[config.mk]
export PLATFORM = sky130hd
export DESIGN_NAME = svd_top
export DESIGN_NICKNAME = d
export VERILOG_FILES = /design/src/rtl/svd_sync2.v /design/src/rtl/svd_settle.v /design/src/rtl/svd_top.v
export VERILOG_INCLUDE_DIRS = /design/src /design/src/rtl
export SDC_FILE = /design/constraint.sdc
export NUM_CORES = 1
export LEC_CHECK = 0
export ABC_CLOCK_PERIOD_IN_PS = 1600
export BUFFER_PORTS_ARGS = -buffer_cell sky130_fd_sc_hd__buf_2
export CORE_ASPECT_RATIO = 1.2
export CORE_UTILIZATION = 40
export CTS_CLUSTER_DIAMETER = 200
export DETAILED_ROUTE_END_ITERATION = 16
export PLACE_DENSITY = 0.65
export SYNTH_ARGS = -nofsm -noshare
export SYNTH_HDL_FRONTEND = slang
export SYNTH_SLANG_ARGS = --single-unit
[constraint.sdc]
create_clock -name clock -period 1.6 [get_ports clock]
set_clock_uncertainty 0.15 [all_clocks]
set_input_delay 0.24 -clock clock [delete_from_list [all_inputs] [get_ports clock]]
set_output_delay 0.24 -clock clock [all_outputs]
set_load 0.01 [all_outputs]
[src/rtl/svd_defines.vh]
// Constants for the supply voltage detect flag block.
// Assumes inclusion by bare name from rtl/.
`ifndef SVD_DEFINES_VH
`define SVD_DEFINES_VH

// Register address width and offsets
`define SVD_ADDR_W           8
`define SVD_OFS_MON          8'h0C
`define SVD_OFS_REQ          8'h0D
`define SVD_OFS_MASK         8'h0E

// Field positions in the monitor register
`define SVD_BIT_ENABLE       0
`define SVD_BIT_LOW          1
`define SVD_BIT_HIGH         2
// Field positions in request and mask registers
`define SVD_BIT_REQ5         5

// Reset values
`define SVD_RST_MON          8'h00
`define SVD_RST_REQ          8'h00
`define SVD_RST_MASK         8'h00

// Timing
`define SVD_CLK_MHZ          50
`define SVD_SETTLE_US        20
`define SVD_SETTLE_CYC       (`SVD_SETTLE_US * `SVD_CLK_MHZ)
`define SVD_CNT_W            10

`endif

[src/rtl/svd_sync2.v]
// Two-stage synchroniser for one asynchronous level.
// Assumes the input is a slow level such as a comparator output.
`timescale 1ns/100ps
module svd_sync2
(
  // Clock and reset
  input  wire clock,
  input  wire srst,
  // Level
  input  wire async_in,
  output wire sync_out
);

  reg meta_ff;
  reg sync_ff;

  always @(posedge clock)
  begin
    if (srst)
    begin
      meta_ff <= 1'b0;
      sync_ff <= 1'b0;
    end
    else
    begin
      meta_ff <= async_in;
      sync_ff <= meta_ff;
    end
  end

  assign sync_out = sync_ff;

endmodule // svd_sync2

[src/rtl/svd_settle.v]
// Settling counter: valid rises a fixed time after enable rises.
// Assumes enable is a synchronous level in the clock domain.
`timescale 1ns/100ps
`include "svd_defines.vh"
module svd_settle
(
  // Clock and reset
  input  wire clock,
  input  wire srst,
  // Control
  input  wire enable,
  output wire valid
);

  localparam [`SVD_CNT_W-1:0] SETTLE_LAST = `SVD_SETTLE_CYC - 1;

  reg [`SVD_CNT_W-1:0] count_ff;
  reg                  valid_ff;

  always @(posedge clock)
  begin
    if (srst || !enable)
    begin
      count_ff <= {`SVD_CNT_W{1'b0}};
      valid_ff <= 1'b0;
    end
    else if (!valid_ff)
    begin
      if (count_ff == SETTLE_LAST)
        valid_ff <= 1'b1;
      else
        count_ff <= count_ff + 1'b1;
    end
  end

  assign valid = valid_ff;

endmodule // svd_settle

[src/rtl/svd_top.v]
// Supply voltage detect flags: control/status, request latch, mask.
// Assumes comparator outputs are asynchronous levels, and a register
// port with read data one cycle after the read strobe.
`timescale 1ns/100ps
`include "svd_defines.vh"
module svd_top
(
  // Clock and reset
  input  wire                   clock,
  input  wire                   srst,
  // Register port
  input  wire [`SVD_ADDR_W-1:0] reg_addr,
  input  wire [7:0]             reg_wdata,
  input  wire                   reg_wr,
  input  wire                   reg_rd,
  output wire [7:0]             reg_rdata,
  // Comparators and power state
  input  wire                   above_upper_cmp,
  input  wire                   below_lower_cmp,
  input  wire                   stop_mode,
  // Toward the interrupt logic
  output wire                   supply_monitor_enable,
  output wire                   vector_five_request,
  output wire                   vector_five_irq
);

  // ----------------------------------------------------------------
  // Synchronised comparators
  // ----------------------------------------------------------------
  wire high_sync;
  wire low_sync;
  wire settled;

  svd_sync2 u_sync_high
  (
    .clock    (clock),
    .srst     (srst),
    .async_in (above_upper_cmp),
    .sync_out (high_sync)
  );

  svd_sync2 u_sync_low
  (
    .clock    (clock),
    .srst     (srst),
    .async_in (below_lower_cmp),
    .sync_out (low_sync)
  );

  // ----------------------------------------------------------------
  // Registers
  // ----------------------------------------------------------------
  reg       enable_ff;
  reg       high_flag_ff;
  reg       low_flag_ff;
  reg       req5_ff;
  reg       mask5_ff;
  reg [7:0] rdata_ff;
  reg       irq_ff;

  // Reset image of the monitor register, for bit selection
  localparam [7:0] RST_MON = `SVD_RST_MON;

  wire      mon_active;
  wire      wr_mon;
  wire      wr_req;
  wire      wr_mask;

  assign wr_mon  = reg_wr && (reg_addr == `SVD_OFS_MON);
  assign wr_req  = reg_wr && (reg_addr == `SVD_OFS_REQ);
  assign wr_mask = reg_wr && (reg_addr == `SVD_OFS_MASK);

  // Comparators draw no useful result in stop mode
  assign mon_active = enable_ff && !stop_mode;

  svd_settle u_settle
  (
    .clock  (clock),
    .srst   (srst),
    .enable (mon_active),
    .valid  (settled)
  );

  // Enable bit, only bit 0 of a monitor write is stored
  always @(posedge clock)
  begin
    if (srst)
      enable_ff <= RST_MON[`SVD_BIT_ENABLE];
    else if (wr_mon)
      enable_ff <= reg_wdata[`SVD_BIT_ENABLE];
  end

  // Flags follow the comparators once settled, else read zero
  always @(posedge clock)
  begin
    if (srst)
    begin
      high_flag_ff <= 1'b0;
      low_flag_ff  <= 1'b0;
    end
    else
    begin
      high_flag_ff <= settled && high_sync;
      low_flag_ff  <= settled && low_sync;
    end
  end

  // Sticky request; a new event beats a software clear
  always @(posedge clock)
  begin
    if (srst)
      req5_ff <= 1'b0;
    else if (low_flag_ff && mon_active)
      req5_ff <= 1'b1;
    else if (wr_req && !reg_wdata[`SVD_BIT_REQ5])
      req5_ff <= 1'b0;
  end

  always @(posedge clock)
  begin
    if (srst)
      mask5_ff <= 1'b0;
    else if (wr_mask)
      mask5_ff <= reg_wdata[`SVD_BIT_REQ5];
  end

  always @(posedge clock)
  begin
    if (srst)
      irq_ff <= 1'b0;
    else
      irq_ff <= req5_ff && mask5_ff;
  end

  // ----------------------------------------------------------------
  // Read port
  // ----------------------------------------------------------------
  reg [7:0] nxt_rdata;

  always @*
  begin
    nxt_rdata = 8'h00;
    case (reg_addr)
      `SVD_OFS_MON:
      begin
        nxt_rdata[`SVD_BIT_ENABLE] = enable_ff;
        nxt_rdata[`SVD_BIT_LOW]    = low_flag_ff;
        nxt_rdata[`SVD_BIT_HIGH]   = high_flag_ff;
      end
      `SVD_OFS_REQ:
        nxt_rdata[`SVD_BIT_REQ5] = req5_ff;
      `SVD_OFS_MASK:
        nxt_rdata[`SVD_BIT_REQ5] = mask5_ff;
      default:
        nxt_rdata = 8'h00;
    endcase
  end

  // Read data stands one cycle, zero otherwise
  always @(posedge clock)
  begin
    if (srst)
      rdata_ff <= 8'h00;
    else if (reg_rd)
      rdata_ff <= nxt_rdata;
    else
      rdata_ff <= 8'h00;
  end

  assign reg_rdata             = rdata_ff;
  assign supply_monitor_enable = enable_ff;
  assign vector_five_request   = req5_ff;
  assign vector_five_irq       = irq_ff;

endmodule // svd_top

Word-level counts from Yosys, hierarchy flattened
Cells that the tools add are included.
{ "totals": {"input_bits": 23, "out_inout_bits": 11, "word_cells": 46, "regBits": 29} }
{ "op_classes": {"n_addsub": 1, "reduce_logical": 17, "eq_ne": 4, "bitwise": 4, "mux": 5} }
{ "ops": {"columns": ["operator", "count"], "rows": [
  ["$eq 8x4->1 const B", 3],
  ["$add 10x1->10 const B", 1],
  ["$eq 10x10->1 const B", 1],
  ["$logic_and 1x1->1", 9],
  ["$mux 1", 4],
  ["$not 1->1", 4],
  ["$logic_not 1->1", 3],
  ["$reduce_or 3->1", 1],
  ["$pmux 1 s2", 1],
  ["$reduce_and 2->1", 1],
  ["$reduce_bool 2->1", 1],
  ["$reduce_or 2->1", 1],
  ["$logic_or 1x1->1", 1]
]} }

Depth between registers and ports, before layout
Gate-level depths: netlist (run 1).
{ "logic_depth": {"depth_word": 5, "ltp_mapped": 4} }

By module
From an unflattened synthesis (run 1), not the netlist that was laid out.
{ "unflattened": {"cells_unflattened": 117, "area_unflattened_um2": 1143.6} }
{ "by_module_without_submodules": {"columns": ["module", "cells_per_inst", "n_inst", "seq_area_each_um2", "area_per_inst_um2"], "rows": [
  ["svd_settle", 66, 1, 220.2, 615.6],
  ["svd_top", 43, 1, 200.2, 422.9],
  ["svd_sync2", 4, 2, 40.0, 52.6]
]} }

Worst setup path before layout (run 1)
OpenSTA, ideal clock, no wires.
{ "synth_timing": {"kind": "reg-to-reg", "from": "reg u_settle.count_ff[0]", "to": "reg u_settle.count_ff[6]", "arrival_ns": 1.197, "path_stages_with_launch": 5, "setup_ns": 0.070, "path_slack_ns": 0.183, "required_ns": 1.380, "path_cell_list": "dfxtp_1 ha_1 nand2b_1 or4_1 a21oi_1"} }
{ "synth_via": {"elab_chain_cells": 3} }
{ "synth_rtl": {"columns": ["item", "line", "text"], "rows": [
  ["from (decl)", "svd_settle.v:17", "reg [`SVD_CNT_W-1:0] count_ff;"],
  ["from (signal assigned)", "svd_settle.v:24", "count_ff <= {`SVD_CNT_W{1'b0}};"],
  ["from (signal assigned)", "svd_settle.v:32", "count_ff <= count_ff + 1'b1;"],
  ["branches (longest 3 deep; another with $add 10x1->10)", null, null]
]} }
Parallel ways; which one is timed is not known.
A chain may end at the register's enable or synchronous reset.

Worst setup path after layout (run 1)
Ends and elaborated chain as after synthesis.

==> results of run 1 <==
worst register-to-register path: stages, from the launching register on:
cell      delay, ps
dfxtp_1         400
ha_2            230
nand2b_2        120
or4_1           410
a21oi_1         150
placed cells by master, fill, tap and decap left out:
master,count
nand2b_2,1
nand2_1,10
dlygate4sd3_1,5
clkbuf_4,3
nor2_1,6
nand3b_1,1
buf_2,23
a21oi_1,6
and4bb_2,1
nand3_1,1
a311oi_1,2
a32o_1,1
a211oi_1,1
or4_1,4
nor3b_1,2
and4_1,2
mux2i_1,5
nand3_4,1
nand2b_1,2
conb_1,4
nand4_1,5
or3_1,3
o21ai_0,2
nor2b_1,7
a22o_1,1
a41oi_1,1
and3_1,3
ha_2,1
nor3b_2,1
dfxtp_1,25
clkinvlp_4,1
o31ai_1,4
inv_1,6
path summary, 6_finish.rpt:
path	from	endpoint	slack [ps]	cells past startpoint
worst max-delay path	u_settle.count_ff[0]	u_settle.count_ff[6]	90	4
worst min-delay path	reg_wr	mask5_ff	80	3
worst max register to register	u_settle.count_ff[0]	u_settle.count_ff[6]	90	4
worst min register to register	high_flag_ff	reg_rdata[2]	270	2
final cells by class:
cell class	instances	area [µm²]
clock buffer	3	22.5
clock inverter	1	7.51
fill	257	1250
inverter	6	22.5
multi-input combinational	78	514
sequential	25	500
tap	33	41.3
timing repair buffer	28	165
repair_timing:
| action | CTS | global route |
|---|---|---|
| hold buffers | 3 | 2 |
| setup endpoints to repair | 0 | 2 |
| endpoints found under the hold margin | 3 | 3 |
| gates resized for setup | 0 | 2 |
logic make-up (layout without fill, tap and decap cells):
group                      after synthesis  in the layout  share of synthesized area [%]
AOI/OAI and AO/OA                       18             18                           11.6
adders and majority gates                1              1                           1.19
buffers and inverters                   11             38                           5.34
DFF                                     25             25                           47.4
muxes                                    5              5                           4.75
other                                    1              4                          0.356
and+or+nand+nor                         50             50                           29.3
registers in the layout (all words and copies together), names as in the netlist:
name,flops
vector_five_request,1
u_settle.count_ff,10
reg_rdata,4
u_settle.valid,1
u_sync_high.meta_ff,1
low_flag_ff,1
u_sync_high.sync_out,1
high_flag_ff,1
u_sync_low.meta_ff,1
vector_five_irq,1
supply_monitor_enable,1
mask5_ff,1
u_sync_low.sync_out,1
per-stage QoR:
step	util, %	instances	area (µm²)	setup slack (ps)
after CTS	49.4	172	1250	14.1
after global placement	47.0	165	1190	119
after detailed placement	47.0	165	1190	54.4
after global routing	50.4	174	1270	8.87
after floorplan	-	114	1070	183
final	50.4	174	1270	87.3
per-layer routing:
layer	vias up	track usage, %
met2	16	23.2
met3	4	2.36
met5	-	0
met4	0	8.82
li1	452	-
met1	388	14.8
power by group through the flow:
stage / combinational [mW] / clock [mW] / sequential, mW
6_report: 0.0538 / 0.284 / 0.628
5_1_grt: 0.0591 / 0.325 / 0.629
4_1_cts: 0.0503 / 0.292 / 0.628
3_5_place_dp: 0.0445 / 0 / 0.642
3_3_place_gp: 0.0429 / 0 / 0.642
2_1_floorplan: 0.0260 / 0 / 0.642
==> summary.md, run 1 <==
| Metric | Value |
|---|---|
| Clk pwr share | just under 30% |
| Setup Buffers After CTS | 0 |
| Post-Synthesis Cells | about 110 |
| Yosys reg bits | 25 |
| Vert. Die Dim | between 50 and 60 µm |
| Post-synth EDFFs | 0 |
| Worst skew pair latency | ~320 ps |
| Pwr Total | just under 1 mW |
| Synth top cells by count | dfxtp_1, nand2_1, nor2b_1 |
| Total of max-cap violations | 0 |
| WP buf/inv | 0 |
| Status | complete, no violations |
| Comb pwr share | under 10% |
| Tmin final | between 1500 and 2000 ps |
| Synth warn | 0 |
| DRT antenna net count | 0 |
| Hold_ws | 78.2 ps |
| Most used DFF post-synth | dfxtp_1 |
| DR vias/cell | 4.94 |
| Fmax | approximately 660 MHz |
| WP data arrival | roughly 1600 ps |
| Number of antenna violations at the first check in global routing | 0 |
| Area contributors post-synth | dfxtp_1, mux2i_1, nor2b_1, nand2_1, nand4_1 |
| Top sig layer | met4 |
| RD Place Congestion | between 0.7 and 0.8 |
| Clock Pin Slew Worst Setup and Hold Paths | between 100 and 150 ps |
| Vias in the first global route | between 700 and 800 |
| # clock sinks | 25 |
| Largest net degree at the start of global routing | 16 |
| Cells along the critical path | ha_2 -> nand2b_2 -> or4_1 -> a21oi_1 |
| Int Pwr | approximately 0.75 mW |
| Final net count | ~170 |
| I/O pin total | 34 |
| Library cells used by synthesis | 30 |
| Worst endpoint required time | 1700 ps |
| Total wire length | between 1500 and 2000 µm |
| Die ar. | 2850 µm² |
| Global-route usage over all layers | 13.3% |
| Total CTS buffers | 3 |
| Wire length per cell | 10.4 µm |
| CP Launch Type | flip-flop |
| Top cell type's share of synthesized area | 47.4% |
| Slowest stage delay, CP | approximately 410 ps |
| WL met3 | about 34 µm |
| Pwr per Cell Area | 759 nW/µm² |
| Post-DP HPWL | 1360 µm |
| NetSw | ~0.21 mW |
| Pins over their slew limit | 0 |
| Syn Area/Cell | 9.50 µm² |
| RSZ-0062 raised after global routing | false |
| Ant. Diodes | 0 |
| Core footprint | 2530 µm² |
| Share of post-route cells with drive strength above 1 | 22.7% |
| Starting DRT DRC Count | 16 |
| Dominant cell by count in the synthesized netlist | dfxtp_1 |
| Wl on met1 | approximately 800 µm |
| Post-synth ARST share | 0% |
| # setup viols final | 0 |
| Final hold vios | 0 |
| Slowest cell on the critical path | or4_1 |
| Clock tree buffer depth | 2 |
| Met2 routed WL | a little over 900 µm |
| Area leader, netlist | dfxtp_1 |
| H-tree depth | 1 |
| First-pass GRT wire length | 2880 µm |
| Reg power frac | ~65% |
| TNS Setup | 0 ps |
| CTS tree | done |
| Initial Util | 41.7% |
| Peak supply drop | 0.486 mV |
| Total grt overflow | 0 |
| Worst-path fanout max | 8 |
| Switching portion of total power | 22.2% |
| Via Count | 860 |
| Root Driver | clkbuf_4 |
| Row count | 20 |
| Crit Path Category | flip-flop to flip-flop |
| Leakage | between 0.4 and 0.5 nW |
| Post-synthesis sequential area ratio | between 40% and 50% |
| Residual DRC | 0 |
| Die Wd | 48.9 µm |
| DRT Pass-1 Iters | 4 |
| Area Growth Syn to Fin | 20.8% |
| Critical path endpoint category | flip-flop |
| Post-synthesis instance area | between 1000 and 1500 µm² |
| Final worst-path cycle share | ~95% |
| IO buf count | 23 |
| Worst min-delay path class | primary input to flip-flop |
| Top Family by Delay on Critical Path | simple AND/OR/NAND/NOR gates |
(Power assumes the default switching activity.)
==> run 2: changes to the inputs <==
--- a/config.mk
+++ b/config.mk
@@ -13,6 +13,7 @@
 export CTS_CLUSTER_DIAMETER = 200
 export DETAILED_ROUTE_END_ITERATION = 16
 export PLACE_DENSITY = 0.65
+export REMOVE_ABC_BUFFERS = 1
 export SYNTH_ARGS = -nofsm -noshare
 export SYNTH_HDL_FRONTEND = slang
 export SYNTH_SLANG_ARGS = --single-unit
==> run 2 against run 1 <==
  * Core utilization is 0.49 points lower
  * Maximum frequency is 0.46% higher
  * Die area stayed put
  * Clock power is 2% lower
  * First-iteration DRC count is 19% higher
  * Worst setup slack better by 6.9 ps
  * Power is 1.0% lower
  * Count of clock-buffer cells in the layout is 1 higher
  * Final area is 0.98% lower
  * Non-clock buffer count is 2 lower
==> summary.md, run 2 (synthesis results as in run 1) <==
| Metric | Value |
|---|---|
| DRT Pass-1 Iters | 4 (unchanged) |
| CTS tree | done (unchanged) |
| Commonest non-fill, non-tap cell in the layout | dfxtp_1 (unchanged) |
| Total wire length | 2000 µm (was 1810 µm) |
| Clock Pin Slew Worst Setup and Hold Paths | 140 ps (about the same) |
| Status | complete, no violations (unchanged) |
| DR vias/cell | 5.12 (was 4.94) |
| Fmax | 664 MHz (was 661 MHz) |
| Peak supply drop | 0.497 mV (was 0.486 mV) |
| Pwr per Cell Area | 758 nW/µm² (was 759 nW/µm²) |
| IO buf count | 23 (unchanged) |
| Core footprint | 2530 µm² (unchanged) |
| WP data arrival | 1620 ps (was 1610 ps) |
| I/O pin total | 34 (unchanged) |
| Number of antenna violations at the first check in global routing | 0 (unchanged) |
| # setup viols final | 0 (unchanged) |
| Critical path endpoint category | flip-flop (unchanged) |
| Final worst-path cycle share | 94.1% (was 94.5%) |
| Clock tree buffer depth | 2 (unchanged) |
| Leakage | 0.484 nW (was 0.485 nW) |
| Crit Path Category | flip-flop to flip-flop (unchanged) |
| Hold_ws | 30.9 ps (was 78.2 ps) |
| First-pass GRT wire length | 3440 µm (was 2880 µm) |
| Via Count | 880 (was 860) |
| Residual DRC | 0 (unchanged) |
| Row count | 20 (unchanged) |
| Starting DRT DRC Count | 19 (was 16) |
| Worst endpoint required time | 1710 ps (was 1700 ps) |
| Global-route usage over all layers | 15.7% (was 13.3%) |
| Setup Buffers After CTS | 0 (unchanged) |
| Total grt overflow | 0 (unchanged) |
| DRT antenna net count | 0 (unchanged) |
| Vert. Die Dim | 58.3 µm (unchanged) |
| TNS Setup | 0 ps (unchanged) |
| Worst skew pair latency | 320 ps (about the same) |
| RD Place Congestion | 0.765 (was 0.789) |
| Tmin final | 1510 ps (about the same) |
| Total CTS buffers | 3 (unchanged) |
| H-tree depth | 1 (unchanged) |
| Ant. Diodes | 0 (unchanged) |
| Die Wd | 48.9 µm (unchanged) |
| Commonest cells after routing, fill and taps aside | dfxtp_1, buf_2, nand2_1, nor2b_1 (unchanged) |
| Area Growth Syn to Fin | 19.6% (was 20.8%) |
| Biggest register | u_settle.count_ff (unchanged) |
| Total of max-cap violations | 0 (unchanged) |
| Initial Util | 41.7% (unchanged) |
| CP Launch Type | flip-flop (unchanged) |
| Die ar. | 2850 µm² (unchanged) |
| Share of post-route cells with drive strength above 1 | 23.7% (was 22.7%) |
| Post-DP HPWL | 1450 µm (was 1360 µm) |
| Pins over their slew limit | 0 (unchanged) |
| Max reg flops | 10 (unchanged) |
| Cells along the critical path | nand3b_1 -> a311oi_1 -> mux2i_1 (was ha_2 -> nand2b_2 -> or4_1 -> a21oi_1) |
| Vias in the first global route | 838 (was 733) |
| Final net count | 164 (was 166) |
| Root Driver | clkbuf_4 (unchanged) |
| # clock sinks | 25 (unchanged) |
| Worst-path fanout max | 7 (was 8) |
| Slowest cell on the critical path | a311oi_1 (was or4_1) |
| Final hold vios | 0 (unchanged) |
| Largest net degree at the start of global routing | 14 (was 16) |
| Slowest stage delay, CP | 420 ps (was 410 ps) |
| Worst min-delay path class | primary input to flip-flop (unchanged) |
| Wire length per cell | 11.6 µm (was 10.4 µm) |
[run 2: through the flow]
step	instances	power, mW	utilization [%]	cell area [µm²]	setup WS [ps]
6_report	172	0.956	49.9	1260	94.2
5_1_grt	172	1.00	49.9	1260	-6.16
4_1_cts	171	0.963	49.2	1240	48.2
3_5_place_dp	165	0.686	47.0	1190	32.4
3_3_place_gp	165	0.684	47.0	1190	116
2_1_floorplan	109	0.660	-	1030	182
[run 2: cell type report]
| type | count | area [µm²] |
|---|---|---|
| fillers | 253 | 1270 |
| inverters | 6 | 22.5 |
| multi-input cells | 78 | 524 |
| clock buffers | 4 | 26.3 |
| well taps | 33 | 41.3 |
| flip-flops and latches | 25 | 502 |
| repair buffers | 26 | 145 |
[run 2: repair_timing]
action	in CTS	in global routing
setup endpoints to repair	2	4
gates resized for setup	1	3
hold buffers	2	1
endpoints found under the hold margin	2	1
[run 2: worst paths after layout]
kind	endpoint	slack [ps]	start	cells after the start
setup / recovery	u_settle.count_ff[3]	90	u_settle.valid	3
hold / removal	u_sync_high.meta_ff	30	srst	2
setup reg to reg	u_settle.count_ff[3]	90	u_settle.valid	3
hold reg to reg	reg_rdata[1]	280	low_flag_ff	2
[run 2: power by group]
part	switching [mW]	internal, mW	leakage (nW)
Sequential	0.000886	0.627	0.203
Clock	0.181	0.0973	0.0150
Combinational	0.0236	0.0262	0.266
Total	0.206	0.751	0.484
[run 2: worst max-delay path: cells and delay by family, from the launching register on]
family / cells / cell delay, ps
AO/OA/AOI/OAI: 1 / 420
flip-flops: 1 / 370
multiplexers: 1 / 230
AND/OR/NAND/NOR: 1 / 280
[run 2: routing by layer]
layer / global-route usage [%] / wire length (µm) / up-vias
met5: 0 / 0 / -
met4: 7.98 / 22 / 0
met3: 2.36 / 43 / 4
met2: 29.4 / 1040 / 20
met1: 17.2 / 891 / 406
li1: - / - / 450
